`src/hw/tco_pkg.sv`:
```
// Constants shared by the 16-bit timer compare-output block and its register map.
// Behaviour
// RL1 - Route wave only with action and route bit
// RL2 - Port direction bit still controls pin drive
// RL3 - Wave state presettable before pin enabled
// RL4 - Action bits never touch capture logic
// RL5 - Action zero leaves wave state unchanged
// RL6 - New action applies at next match only
// RL7 - Force strobe applies action at once
// RL8 - Only mode bits shape counting sequence
// RL9 - Action bits select set, clear, toggle
// RL10 - Route bit decides per pin over action
// RL11 - Mode zero counts up, wraps to zero
// RL12 - Overflow flag set when count becomes zero
// RL13 - Hardware only sets overflow; service clears it
// RL14 - Count writable any time in normal mode
// RL15 - Clear-on-match uses compare A or capture
// RL16 - Top match raises compare A or capture flag
// RL17 - Top not buffered; low top forces wrap
// RL18 - Action one toggles channel A each match
// RL19 - Toggle rate is clock over 2N(1+top)
// RL20 - Overflow flag on max to zero passage
// RL21 - Compare flag set on following timer tick
// RL22 - Reset clears wave state registers to zero
// RL23 - Force sets no flag, leaves counter alone
// RL24 - Wave state changes on timer tick only; a force strobe changes it on any pclk edge without a tick
package tco_pkg;

	// ==========================================================
	// Register map (byte addresses)
	localparam int ADDR_W = 8;
	localparam logic [7:0] OFF_CTRL = 8'h00;
	localparam logic [7:0] OFF_ROUTE = 8'h04;
	localparam logic [7:0] OFF_FORCE = 8'h08;
	localparam logic [7:0] OFF_COUNT = 8'h0C;
	localparam logic [7:0] OFF_CMPA = 8'h10;
	localparam logic [7:0] OFF_CMPB = 8'h14;
	localparam logic [7:0] OFF_CAPT = 8'h18;
	localparam logic [7:0] OFF_FLAGS = 8'h1C;
	localparam logic [7:0] OFF_WAVE = 8'h20;

	// ==========================================================
	// Field positions
	localparam int CTRL_MODE_LSB = 0;
	localparam int CTRL_ACTA_LSB = 4;
	localparam int CTRL_ACTB_LSB = 6;
	localparam int ROUTE_B_LSB = 4;
	localparam int FORCE_A_BIT = 0;
	localparam int FORCE_B_BIT = 1;
	localparam int FLAG_OVF_BIT = 0;
	localparam int FLAG_CMPA_BIT = 1;
	localparam int FLAG_CMPB_BIT = 2;
	localparam int FLAG_CAPT_BIT = 3;
	localparam int WAVE_A_BIT = 0;
	localparam int WAVE_B_BIT = 1;
	localparam int MAX_PINS = 4;

	// ==========================================================
	// Modes, actions, counter extremes, reset values
	localparam logic [3:0] MODE_NORMAL = 4'h0;
	localparam logic [3:0] MODE_CTC_CMPA = 4'h4;
	localparam logic [3:0] MODE_CTC_CAPT = 4'hC;
	localparam logic [1:0] ACT_NONE = 2'h0;
	localparam logic [1:0] ACT_TOGGLE = 2'h1;
	localparam logic [1:0] ACT_CLEAR = 2'h2;
	localparam logic [1:0] ACT_SET = 2'h3;
	localparam logic [15:0] CNT_MAX = 16'hFFFF;
	localparam logic [15:0] CNT_BOTTOM = 16'h0000;
	localparam logic [15:0] CNT_STEP = 16'h0001;
	localparam logic [15:0] RST_WORD = 16'h0000;
	localparam logic [7:0] RST_ROUTE = 8'h00;
	localparam logic RST_WAVE = 1'b0;

endpackage

```
`src/hw/tco_timer16.sv`:
```
// Top module: 16-bit timer with normal and clear-on-match modes and compare-output pin routing.
//
// Design decisions made here: the placing of the registers and the APB register port.
`timescale 1ns/100ps
module tco_timer16 #(
	parameter int PINS = 4
) (
	input wire logic pclk,
	input wire logic presetn,
	input wire logic psel,
	input wire logic penable,
	input wire logic pwrite,
	input wire logic [tco_pkg::ADDR_W-1:0] paddr,
	input wire logic [31:0] pwdata,
	output logic [31:0] prdata,
	output logic pready,
	output logic pslverr,
	input wire logic timer_tick,
	input wire logic [3:0] flag_service,
	input wire logic [PINS-1:0] port_out_a,
	input wire logic [PINS-1:0] port_out_b,
	input wire logic [PINS-1:0] compare_pin_direction_a,
	input wire logic [PINS-1:0] compare_pin_direction_b,
	output logic [PINS-1:0] compare_wave_pin_a,
	output logic [PINS-1:0] compare_wave_pin_b,
	output logic [PINS-1:0] compare_wave_pin_oe_a,
	output logic [PINS-1:0] compare_wave_pin_oe_b
);

	// ==========================================================
	// Parameter check
	generate
		if (PINS < 1 || PINS > tco_pkg::MAX_PINS) begin : g_bad_pins
			$error("PINS must be between 1 and 4");
		end
	endgenerate

	// ==========================================================
	// State
	typedef struct packed {
		logic [3:0] waveform_mode_select;
		logic [1:0] act_a;
		logic [1:0] act_b;
		logic [7:0] pin_route_control_reg;
		logic [15:0] count_value;
		logic [15:0] compare_a_value;
		logic [15:0] compare_b_value;
		logic [15:0] capture_value;
		logic overflow_flag;
		logic compare_a_flag;
		logic compare_b_flag;
		logic capture_flag;
		logic wave_a;
		logic wave_b;
		logic block;
		logic [31:0] rdata;
		logic slverr;
		logic [PINS-1:0] pin_a;
		logic [PINS-1:0] pin_b;
		logic [PINS-1:0] oe_a;
		logic [PINS-1:0] oe_b;
	} tco_state_t;

	tco_state_t r;
	tco_state_t next_r;

	// ==========================================================
	// Decoders as functions; tco_apply is used in more than one place
	function automatic logic tco_apply(input logic [1:0] act, input logic cur);
		logic res;
		res = cur;
		unique case (act)
			tco_pkg::ACT_NONE: res = cur;
			tco_pkg::ACT_TOGGLE: res = ~cur;
			tco_pkg::ACT_CLEAR: res = 1'b0;
			tco_pkg::ACT_SET: res = 1'b1;
		endcase
		return res;
	endfunction

	function automatic logic tco_non_pwm(input logic [3:0] mode);
		return (mode == tco_pkg::MODE_NORMAL) || (mode == tco_pkg::MODE_CTC_CMPA) ||
			(mode == tco_pkg::MODE_CTC_CAPT);
	endfunction

	// ==========================================================
	// Decoded events
	logic acc_wr;
	logic wr_count;
	logic wr_force;
	logic is_ctc;
	logic non_pwm;
	logic [15:0] top_value;
	logic match_a;
	logic match_b;
	logic top_match;
	logic force_a;
	logic force_b;

	assign acc_wr = psel & penable & pwrite;
	assign wr_count = acc_wr && (paddr == tco_pkg::OFF_COUNT);
	assign wr_force = acc_wr && (paddr == tco_pkg::OFF_FORCE);
	assign non_pwm = tco_non_pwm(r.waveform_mode_select);
	assign is_ctc = (r.waveform_mode_select == tco_pkg::MODE_CTC_CMPA) ||
		(r.waveform_mode_select == tco_pkg::MODE_CTC_CAPT);
	// Top source chosen by mode alone; capture logic never sees action bits [RL4] [RL15]
	assign top_value = (r.waveform_mode_select == tco_pkg::MODE_CTC_CAPT) ?
		r.capture_value : r.compare_a_value;
	// A count write blocks matches for the next tick
	assign match_a = (r.count_value == r.compare_a_value) & ~r.block;
	assign match_b = (r.count_value == r.compare_b_value) & ~r.block;
	assign top_match = is_ctc & (r.count_value == top_value) & ~r.block; // [RL17]
	assign force_a = wr_force & pwdata[tco_pkg::FORCE_A_BIT] & non_pwm;
	assign force_b = wr_force & pwdata[tco_pkg::FORCE_B_BIT] & non_pwm;

	// ==========================================================
	// Next state
	always_comb begin
		next_r = r;

		// APB read data and error latched in setup, shown in access
		if (psel && !penable) begin
			next_r.slverr = 1'b0;
			next_r.rdata = 32'h00000000;
			case (paddr)
				tco_pkg::OFF_CTRL: begin
					next_r.rdata[tco_pkg::CTRL_MODE_LSB +: 4] = r.waveform_mode_select;
					next_r.rdata[tco_pkg::CTRL_ACTA_LSB +: 2] = r.act_a;
					next_r.rdata[tco_pkg::CTRL_ACTB_LSB +: 2] = r.act_b;
				end
				tco_pkg::OFF_ROUTE: next_r.rdata[7:0] = r.pin_route_control_reg;
				tco_pkg::OFF_FORCE: next_r.rdata = 32'h00000000;
				tco_pkg::OFF_COUNT: next_r.rdata[15:0] = r.count_value;
				tco_pkg::OFF_CMPA: next_r.rdata[15:0] = r.compare_a_value;
				tco_pkg::OFF_CMPB: next_r.rdata[15:0] = r.compare_b_value;
				tco_pkg::OFF_CAPT: next_r.rdata[15:0] = r.capture_value;
				tco_pkg::OFF_FLAGS: begin
					next_r.rdata[tco_pkg::FLAG_OVF_BIT] = r.overflow_flag;
					next_r.rdata[tco_pkg::FLAG_CMPA_BIT] = r.compare_a_flag;
					next_r.rdata[tco_pkg::FLAG_CMPB_BIT] = r.compare_b_flag;
					next_r.rdata[tco_pkg::FLAG_CAPT_BIT] = r.capture_flag;
				end
				tco_pkg::OFF_WAVE: begin
					next_r.rdata[tco_pkg::WAVE_A_BIT] = r.wave_a;
					next_r.rdata[tco_pkg::WAVE_B_BIT] = r.wave_b;
				end
				default: next_r.slverr = 1'b1;
			endcase
		end

		// Clears first so that a set in the same cycle wins [RL13]
		if (acc_wr && paddr == tco_pkg::OFF_FLAGS) begin
			if (pwdata[tco_pkg::FLAG_OVF_BIT]) next_r.overflow_flag = 1'b0;
			if (pwdata[tco_pkg::FLAG_CMPA_BIT]) next_r.compare_a_flag = 1'b0;
			if (pwdata[tco_pkg::FLAG_CMPB_BIT]) next_r.compare_b_flag = 1'b0;
			if (pwdata[tco_pkg::FLAG_CAPT_BIT]) next_r.capture_flag = 1'b0;
		end
		if (flag_service[tco_pkg::FLAG_OVF_BIT]) next_r.overflow_flag = 1'b0; // [RL13]
		if (flag_service[tco_pkg::FLAG_CMPA_BIT]) next_r.compare_a_flag = 1'b0;
		if (flag_service[tco_pkg::FLAG_CMPB_BIT]) next_r.compare_b_flag = 1'b0;
		if (flag_service[tco_pkg::FLAG_CAPT_BIT]) next_r.capture_flag = 1'b0;

		// Counter and compare logic advance only on timer ticks [RL24]
		if (timer_tick) begin
			next_r.block = 1'b0;
			// Overflow on MAX to BOTTOM, the same tick the count becomes zero [RL12] [RL20]
			if (r.count_value == tco_pkg::CNT_MAX) begin
				next_r.overflow_flag = 1'b1;
			end
			// Sequence depends on mode only; normal mode never clears [RL8] [RL11] [RL15]
			// A period of top+1 ticks per toggle sets the output rate [RL19]
			if (top_match) begin
				next_r.count_value = tco_pkg::CNT_BOTTOM;
			end else begin
				next_r.count_value = r.count_value + tco_pkg::CNT_STEP;
			end
			// Flags rise on the tick after the count reached the compare value [RL21] [RL16]
			if (match_a) begin
				next_r.compare_a_flag = 1'b1;
			end
			if (match_b) begin
				next_r.compare_b_flag = 1'b1;
			end
			if (top_match && r.waveform_mode_select == tco_pkg::MODE_CTC_CAPT) begin
				next_r.capture_flag = 1'b1; // [RL16]
			end
			// Action read live at match time; zero holds, one toggles [RL5] [RL6] [RL9] [RL18]
			if (match_a && non_pwm) begin
				next_r.wave_a = tco_apply(r.act_a, r.wave_a);
			end
			if (match_b && non_pwm) begin
				next_r.wave_b = tco_apply(r.act_b, r.wave_b);
			end
		end

		// Software writes
		if (acc_wr) begin
			case (paddr)
				tco_pkg::OFF_CTRL: begin
					next_r.waveform_mode_select = pwdata[tco_pkg::CTRL_MODE_LSB +: 4];
					next_r.act_a = pwdata[tco_pkg::CTRL_ACTA_LSB +: 2]; // [RL6]
					next_r.act_b = pwdata[tco_pkg::CTRL_ACTB_LSB +: 2];
				end
				tco_pkg::OFF_ROUTE: next_r.pin_route_control_reg = pwdata[7:0];
				tco_pkg::OFF_CMPA: next_r.compare_a_value = pwdata[15:0];
				tco_pkg::OFF_CMPB: next_r.compare_b_value = pwdata[15:0];
				// Top is used unbuffered; a top below the count runs on to a wrap [RL17]
				tco_pkg::OFF_CAPT: next_r.capture_value = pwdata[15:0];
				default: begin
				end
			endcase
		end
		// Count write wins over the tick and is accepted at any time [RL14]
		if (wr_count) begin
			next_r.count_value = pwdata[15:0];
			next_r.block = 1'b1;
		end
		// Force acts on the system clock, after any match, with no flag or count change
		if (force_a) begin
			next_r.wave_a = tco_apply(r.act_a, next_r.wave_a); // [RL7] [RL23] [RL3]
		end
		if (force_b) begin
			next_r.wave_b = tco_apply(r.act_b, next_r.wave_b); // [RL7] [RL23] [RL3]
		end

		// Pin override per pin; direction always from the port [RL1] [RL10] [RL2]
		for (int i = 0; i < PINS; i++) begin
			next_r.pin_a[i] = (r.act_a != tco_pkg::ACT_NONE && r.pin_route_control_reg[i]) ?
				r.wave_a : port_out_a[i];
			next_r.pin_b[i] = (r.act_b != tco_pkg::ACT_NONE &&
				r.pin_route_control_reg[tco_pkg::ROUTE_B_LSB + i]) ? r.wave_b : port_out_b[i];
			next_r.oe_a[i] = compare_pin_direction_a[i];
			next_r.oe_b[i] = compare_pin_direction_b[i];
		end
	end

	// ==========================================================
	// Registers
	always_ff @(posedge pclk or negedge presetn) begin
		if (!presetn) begin
			r.waveform_mode_select <= tco_pkg::MODE_NORMAL;
			r.act_a <= tco_pkg::ACT_NONE;
			r.act_b <= tco_pkg::ACT_NONE;
			r.pin_route_control_reg <= tco_pkg::RST_ROUTE;
			r.count_value <= tco_pkg::RST_WORD;
			r.compare_a_value <= tco_pkg::RST_WORD;
			r.compare_b_value <= tco_pkg::RST_WORD;
			r.capture_value <= tco_pkg::RST_WORD;
			r.overflow_flag <= 1'b0;
			r.compare_a_flag <= 1'b0;
			r.compare_b_flag <= 1'b0;
			r.capture_flag <= 1'b0;
			r.wave_a <= tco_pkg::RST_WAVE; // [RL22]
			r.wave_b <= tco_pkg::RST_WAVE; // [RL22]
			r.block <= 1'b0;
			r.rdata <= 32'h00000000;
			r.slverr <= 1'b0;
			r.pin_a <= '0;
			r.pin_b <= '0;
			r.oe_a <= '0;
			r.oe_b <= '0;
		end else begin
			r <= next_r;
		end
	end

	assign prdata = r.rdata;
	assign pready = 1'b1;
	assign pslverr = r.slverr & psel & penable;
	assign compare_wave_pin_a = r.pin_a;
	assign compare_wave_pin_b = r.pin_b;
	assign compare_wave_pin_oe_a = r.oe_a;
	assign compare_wave_pin_oe_b = r.oe_b;

	// ==========================================================
	// Assertions
	logic plain_tick;
	assign plain_tick = timer_tick & ~wr_count & ~wr_force;

	generate
		for (genvar g = 0; g < PINS; g++) begin : g_pin_chk
			property p_route_on;
				@(posedge pclk) disable iff (!presetn)
				(r.act_a != tco_pkg::ACT_NONE && r.pin_route_control_reg[g])
					|=> compare_wave_pin_a[g] == $past(r.wave_a);
			endproperty
			a_route_on: assert property (p_route_on) else $error("pin A not on wave"); // [RL1]

			property p_route_off;
				@(posedge pclk) disable iff (!presetn)
				(r.act_a == tco_pkg::ACT_NONE || !r.pin_route_control_reg[g])
					|=> compare_wave_pin_a[g] == $past(port_out_a[g]);
			endproperty
			a_route_off: assert property (p_route_off) else $error("pin A not port"); // [RL10]

			property p_dir;
				@(posedge pclk) disable iff (!presetn)
				1'b1 |=> compare_wave_pin_oe_b[g] == $past(compare_pin_direction_b[g]);
			endproperty
			a_dir: assert property (p_dir) else $error("pin B enable not direction"); // [RL2]
		end
	endgenerate

	property p_hold;
		@(posedge pclk) disable iff (!presetn)
		(plain_tick && match_b && r.act_b == tco_pkg::ACT_NONE) |=> $stable(r.wave_b);
	endproperty
	a_hold: assert property (p_hold) else $error("action zero changed wave B"); // [RL5]

	property p_toggle;
		@(posedge pclk) disable iff (!presetn)
		(plain_tick && match_a && r.act_a == tco_pkg::ACT_TOGGLE && non_pwm)
			|=> r.wave_a != $past(r.wave_a);
	endproperty
	a_toggle: assert property (p_toggle) else $error("wave A did not toggle"); // [RL18]

	property p_wrap;
		@(posedge pclk) disable iff (!presetn)
		(plain_tick && r.waveform_mode_select == tco_pkg::MODE_NORMAL &&
			r.count_value == tco_pkg::CNT_MAX)
			|=> r.count_value == tco_pkg::CNT_BOTTOM && r.overflow_flag;
	endproperty
	a_wrap: assert property (p_wrap) else $error("no wrap with overflow"); // [RL11]

	property p_ovf_cause;
		@(posedge pclk) disable iff (!presetn)
		$rose(r.overflow_flag) |-> $past(timer_tick) &&
			$past(r.count_value) == tco_pkg::CNT_MAX;
	endproperty
	a_ovf_cause: assert property (p_ovf_cause) else $error("overflow without max"); // [RL12]

	property p_step;
		@(posedge pclk) disable iff (!presetn)
		(plain_tick && !top_match) |=> r.count_value == $past(r.count_value) + tco_pkg::CNT_STEP;
	endproperty
	a_step: assert property (p_step) else $error("count did not step"); // [RL8]

	property p_clear;
		@(posedge pclk) disable iff (!presetn)
		(plain_tick && is_ctc && r.count_value == top_value && !r.block)
			|=> r.count_value == tco_pkg::CNT_BOTTOM;
	endproperty
	a_clear: assert property (p_clear) else $error("no clear at top"); // [RL15]

	property p_flag_next;
		@(posedge pclk) disable iff (!presetn)
		(timer_tick && match_b) |=> r.compare_b_flag;
	endproperty
	a_flag_next: assert property (p_flag_next) else $error("compare B flag late"); // [RL21]

	property p_force;
		@(posedge pclk) disable iff (!presetn)
		(force_a && !timer_tick && r.act_a == tco_pkg::ACT_SET)
			|=> r.wave_a && $stable(r.count_value) && !$rose(r.compare_a_flag);
	endproperty
	a_force: assert property (p_force) else $error("force wrong"); // [RL7]

	property p_cnt_wr;
		@(posedge pclk) disable iff (!presetn)
		wr_count |=> r.count_value == $past(pwdata[15:0]);
	endproperty
	a_cnt_wr: assert property (p_cnt_wr) else $error("count write lost"); // [RL14]

	property p_capt_flag;
		@(posedge pclk) disable iff (!presetn)
		(timer_tick && top_match && r.waveform_mode_select == tco_pkg::MODE_CTC_CAPT)
			|=> r.capture_flag;
	endproperty
	a_capt_flag: assert property (p_capt_flag) else $error("capture flag missing"); // [RL16]

	c_toggle: cover property (@(posedge pclk) disable iff (!presetn)
		plain_tick && match_a && is_ctc && r.act_a == tco_pkg::ACT_TOGGLE);
	c_ovf: cover property (@(posedge pclk) disable iff (!presetn) $rose(r.overflow_flag));
	c_force: cover property (@(posedge pclk) disable iff (!presetn) force_b);
	c_capt_top: cover property (@(posedge pclk) disable iff (!presetn)
		$rose(r.capture_flag));

endmodule

```
`config.mk`:
```
export PLATFORM = sky130hd
export DESIGN_NAME = tco_timer16
export DESIGN_NICKNAME = d
export VERILOG_FILES = /design/src/hw/tco_pkg.sv /design/src/hw/tco_timer16.sv
export SDC_FILE = /design/constraint.sdc
export NUM_CORES = 1
export LEC_CHECK = 0
export BUFFER_PORTS_ARGS = -buffer_cell sky130_fd_sc_hd__clkbuf_2
export CELL_PAD_IN_SITES_DETAIL_PLACEMENT = 1
export CELL_PAD_IN_SITES_GLOBAL_PLACEMENT = 1
export CORE_MARGIN = 4
export CORE_UTILIZATION = 47
export DETAILED_ROUTE_END_ITERATION = 8
export PLACE_DENSITY = 0.92
export SKIP_LAST_GASP = 1
export SYNTH_ARGS = -nofsm -noshare
export SYNTH_HDL_FRONTEND = slang
export SYNTH_SLANG_ARGS = --single-unit
```
`constraint.sdc`:
```
create_clock -name pclk -period 7 [get_ports pclk]
set_clock_uncertainty 0.1 [all_clocks]
set_input_delay 0 -clock pclk [delete_from_list [all_inputs] [get_ports pclk]]
set_output_delay 0 -clock pclk [all_outputs]
set_load 0.02 [all_outputs]
```
Yosys cells after proc, flatten, opt, wreduce, memory -nomap -nowiden

Index checks and enable logic that the tools add are counted.

Register bits: 120
Bits of input ports: 66
Output and inout port bits: 50
Word-level logic and storage cells: 131

$add $sub $neg: 1
Equality and inequality tests: 20
Multiplexer cells: 40
Bitwise gates (word level): 17
Reductions and logical operators: 32

Operators by type and width:

| cell                                                                   | number |
|---|---|
| 16-bit 2-to-1 mux                                                      | 4 |
| 16-bit equality test                                                   | 3 |
| 8-bit by 5-bit equality test with 1-bit output (second input constant) | 4 |
| 8-bit case mux with 4 select lines                                     | 1 |
| 1-bit 2-to-1 mux                                                       | 26 |
| 4-bit case mux with 6 select lines                                     | 1 |
| 16-bit by 1-bit adder with 16-bit output (second input constant)       | 1 |
| 16-bit equality test (second input constant)                           | 1 |
| 8-bit by 4-bit equality test with 1-bit output (second input constant) | 2 |
| 1-bit case mux with 4 select lines                                     | 4 |
| 2-bit case mux with 8 select lines                                     | 1 |
| 1-bit logical AND                                                      | 15 |
| 2-bit case mux with 7 select lines                                     | 1 |
| 1-bit AND                                                              | 12 |
| 2-bit AND reduction                                                    | 5 |
| 9-bit OR reduction                                                     | 1 |
| 2-bit equality test (second input constant)                            | 4 |
| 8-bit by 3-bit equality test with 1-bit output (second input constant) | 1 |
| 8-bit by 6-bit equality test with 1-bit output (second input constant) | 1 |
| 8-bit logical NOT                                                      | 1 |
| 7-bit 2-to-1 mux                                                       | 1 |
| 2-bit nonzero test                                                     | 3 |
| 1-bit NOT                                                              | 5 |
| 2-bit by 1-bit equality test with 1-bit output (second input constant) | 2 |
| other kinds (7)                                                        | 10 |

Depth between registers and ports, before layout

Depth in word-level cells: 11
Depth in mapped cells: 9
Gate-level depth less buffers: 6

Worst setup path before layout

Ideal clock, no wire load.

Kind: register -> register
Start point: register r[109] in the netlist's numbering
End point: register r[51] in the netlist's numbering
Setup time: 0.139 ns
Data arrival time: 2.479 ns
Required time: 6.761 ns
Path slack: 4.282 ns
Cell stages (with the launch flop): 8
Clock period less this slack: 2.718 ns
Cells stage by stage: dfrtp_1 > clkbuf_1 > xnor2_1 > nand4_1 > or4_4 > or4_4 > mux2_4 > or4_1

RTL lines:

| element                | RTL line           | text |
|---|---|---|
| from (decl)            | tco_timer16.sv:64  | `tco_state_t r;` |
| from (signal assigned) | tco_timer16.sv:263 | `r <= next_r;` |

==> impl_metrics.json <==
{
  "cts_tree": "done",
  "maxSlewViolCount": 0,
  "n_fill_cell": 1516,
  "crit_fanout": 9,
  "placed_cell_area_mm2": 0.00701,
  "hp-start": "paddr[0]",
  "critPathTopFamily": "simple AND/OR/NAND/NOR gates",
  "cts_root_buf": "clkbuf_16",
  "htreeDepth": 4,
  "yosysTopAreaCellShare_pct": 44.1,
  "fin_ws_ns": 3.54,
  "grt_pass1_wl_um": 39600,
  "antenna_cells": 0,
  "syn-mean-instance-area_um2": 10.2,
  "r2r_slack_ns": 3.54,
  "end_kind": "flop",
  "synth_seq_area_share_pct": 44.1,
  "r2r-start": "r[133]$_DFFE_PN0P_",
  "hold-path-endpoint": "prdata[1]$_DFFE_PN0P_",
  "grt_overflow": 0,
  "areaGrowthSynthToFinish_pct": 17.8,
  "antenna_found_initial": 0,
  "rows": 43,
  "timing.critical_path.buf_inv": 1,
  "fin_cells": 939,
  "hold_viol_final": 0,
  "nets": 813,
  "post-route-period-util_pct": 49.5,
  "numCtsBuffers": 17,
  "dieArea_mm2": 0.0165,
  "status": "finished clean",
  "multi_input_area_mm2": 0.00327,
  "rsz0062_at_grt": "no",
  "remaining_drc_errors": 0,
  "worstMarginPinSlew_ns": 1.29,
  "start_util_pct": 48.5,
  "cts_resized": 0,
  "clk_path_buf_depth": 2,
  "synth.top_cells.by_count": "dfrtp_1 (120), nand2_1 (73), mux2_2 (68), buf_4 (49), o21ai_0 (43)",
  "cp_cell_sequence": "nand4bb_1 > mux2i_1 > o2bb2ai_1 > a221o_1 > nor4_2 > a32o_1 > dlygate4sd3_1",
  "cts_setup_buffers": 0,
  "cp_slowest_cell": "nor4_2",
  "critPathArrivalTime_ns": 3.73,
  "wl_per_cell_um": 27.1,
  "synth_edf_count": 0,
  "placedCellCount": 861,
  "yosysWarnings": 0,
  "dp_slack_ns": 3.59,
  "setup_viol": 0,
  "drt_iter0_markers": 705,
  "cellLeakagePower_nw": 3.69,
  "utilization_pct": 57.2,
  "fin_area_mm2": 0.00803,
  "finalCriticalPeriod_ns": 3.46,
  "ir_worst_vdd_mv": 0.191,
  "synth.distinct_cells": 62,
  "grt_max_degree": 64,
  "ys_top_cells_by_area": "dfrtp_1 (44%), mux2_2 (11%), buf_4 (5.4%)",
  "cpPeakStageDelay_ns": 0.74,
  "clock_latency_ns": 0.43,
  "r2r_cells": 7,
  "hpwl_um": 15100,
  "finalWeightedCongestion": 0.946,
  "cts.clk_slew.worst_paths_ns": 0.06,
  "first_pass_iters": 5,
  "fp.dieW_um": 128,
  "setup_tns_ns": 0,
  "netlist_instances": 671,
  "port_buffers": 82,
  "r2r-end": "r[52]$_DFF_PN0_",
  "grt_pass1_vias": 6600,
  "cts.sinks": 120,
  "synth_area_mm2": 0.00682,
  "hold_depth": 4,
  "wirelength_um": 25400,
  "core_mm2": 0.0140,
  "cp-start-kind": "flop",
  "hold_path.class": "in2reg",
  "seqCellArea_mm2": 0.00300,
  "synth_most_common_cell": "dfrtp_1",
  "track_usage_pct": 31.8,
  "ioPinCount": 116,
  "viasPerCell": 6.50,
  "yosys.area.top_type": "dfrtp_1",
  "ys_async_sr_fraction_pct": 100,
  "layout-drive-gt1-share_pct": 26.7,
  "worstSetupPathType": "reg2reg",
  "power_density_mw_per_mm2": 233,
  "cp.required_ns": 7.26,
  "synthFlopType": "dfrtp_1",
  "synth-seq-cells": 120,
  "fmax_ghz": 0.289,
  "die_h_um": 128,
  "ant_nets": 0,
  "max-slew-margin-rel_pct": 13.7,
  "vias": 6100,
  "max_cap_violations": 0
}
==> cell usage in the layout (no fill, tap or decap), types with 12 or more instances in the layout <==
cell           count
dfrtp_1          120
nand2_1           73
clkbuf_16         17
xnor2_1           41
mux2_2            68
nand3_1           15
clkbuf_2          81
o21ai_0           43
mux2i_1           12
inv_1             15
dlygate4sd3_1     46
a22oi_1           18
nand4_1           12
nor2_1            15
nor3_1            15
a22o_1            13
conb_1            17
xor2_1            14
==> worst max-delay path by stage <==
stage / startpoint / endpoint / slack (ns) / depth (start not counted)
after detailed placement: r[133]$_DFFE_PN0P_ / r[115]$_DFFE_PN0P_ / 3.59 / 7
after CTS: r[133]$_DFFE_PN0P_ / r[52]$_DFF_PN0_ / 3.27 / 7
after global placement: r[133]$_DFFE_PN0P_ / r[118]$_DFFE_PN0P_ / 3.70 / 7
after global routing: r[133]$_DFFE_PN0P_ / r[52]$_DFF_PN0_ / 3.43 / 7
final: r[133]$_DFFE_PN0P_ / r[52]$_DFF_PN0_ / 3.54 / 7
after floorplan: r[109]$_DFFE_PN0P_ / r[51]$_DFF_PN0_ / 4.28 / 7
==> worst reg2reg max path, delay by kind of cell, from the launching register on <==
| family | cells | cell delay, ns |
|---|---|---|
| simple gates | 2 | 1.31 |
| compound gates | 3 | 0.65 |
| buf+inv | 1 | 0.55 |
| flops | 1 | 0.43 |
| mux | 1 | 0.36 |
==> per-layer routing <==
layer,global-route usage (%),wire [um]
met2,53.0,12400
met1,36.7,9230
met4,20.5,1720
met3,7.43,2080
met5,0,0
==> sequential cells by signal, summed over array words and instances, names as in the netlist <==
name,flops
compare_wave_pin_oe_b,4
compare_wave_pin_b,4
compare_wave_pin_a,4
r,88
prdata,16
compare_wave_pin_oe_a,4
==> metrics by stage <==
stage	hold slack, ns	power, mW
CTS	0.0103	1.84
global route	0.0641	1.92
detailed placement	0.00998	1.02
global placement	0.00386	1.00
finish	0.0263	1.87
floorplan	-0.396	0.938
==> report_power, final <==
group,switching [mW],internal (mW)
logic,0.157,0.105
clock network,0.326,0.495
registers,0.0696,0.721
total,0.552,1.32
==> cells by family after synthesis <==
logic type      synth area share (%)
fa+ha+maj                      0.184
mux                             13.5
other cells                    0.110
buf+inv                         9.12
flops                           44.1
compound gates                  11.3
simple gates                    14.1
xor+xnor                        7.55
==> cell type report <==
class / count / share of cell area, %
tap: 180 / 2.81
inverter: 15 / 0.701
multi-input combinational: 457 / 40.7
clock inverter: 8 / 0.561
clock buffer: 24 / 6.25
timing repair buffer: 135 / 11.5
sequential: 120 / 37.4
==> what timing repair did <==
item,4_1_cts,5_1_grt
hold endpoints to repair,162,0
endpoints found under the setup margin,0,0
hold buffers,46,0
Note: power is estimated with default switching activity, not from simulation.
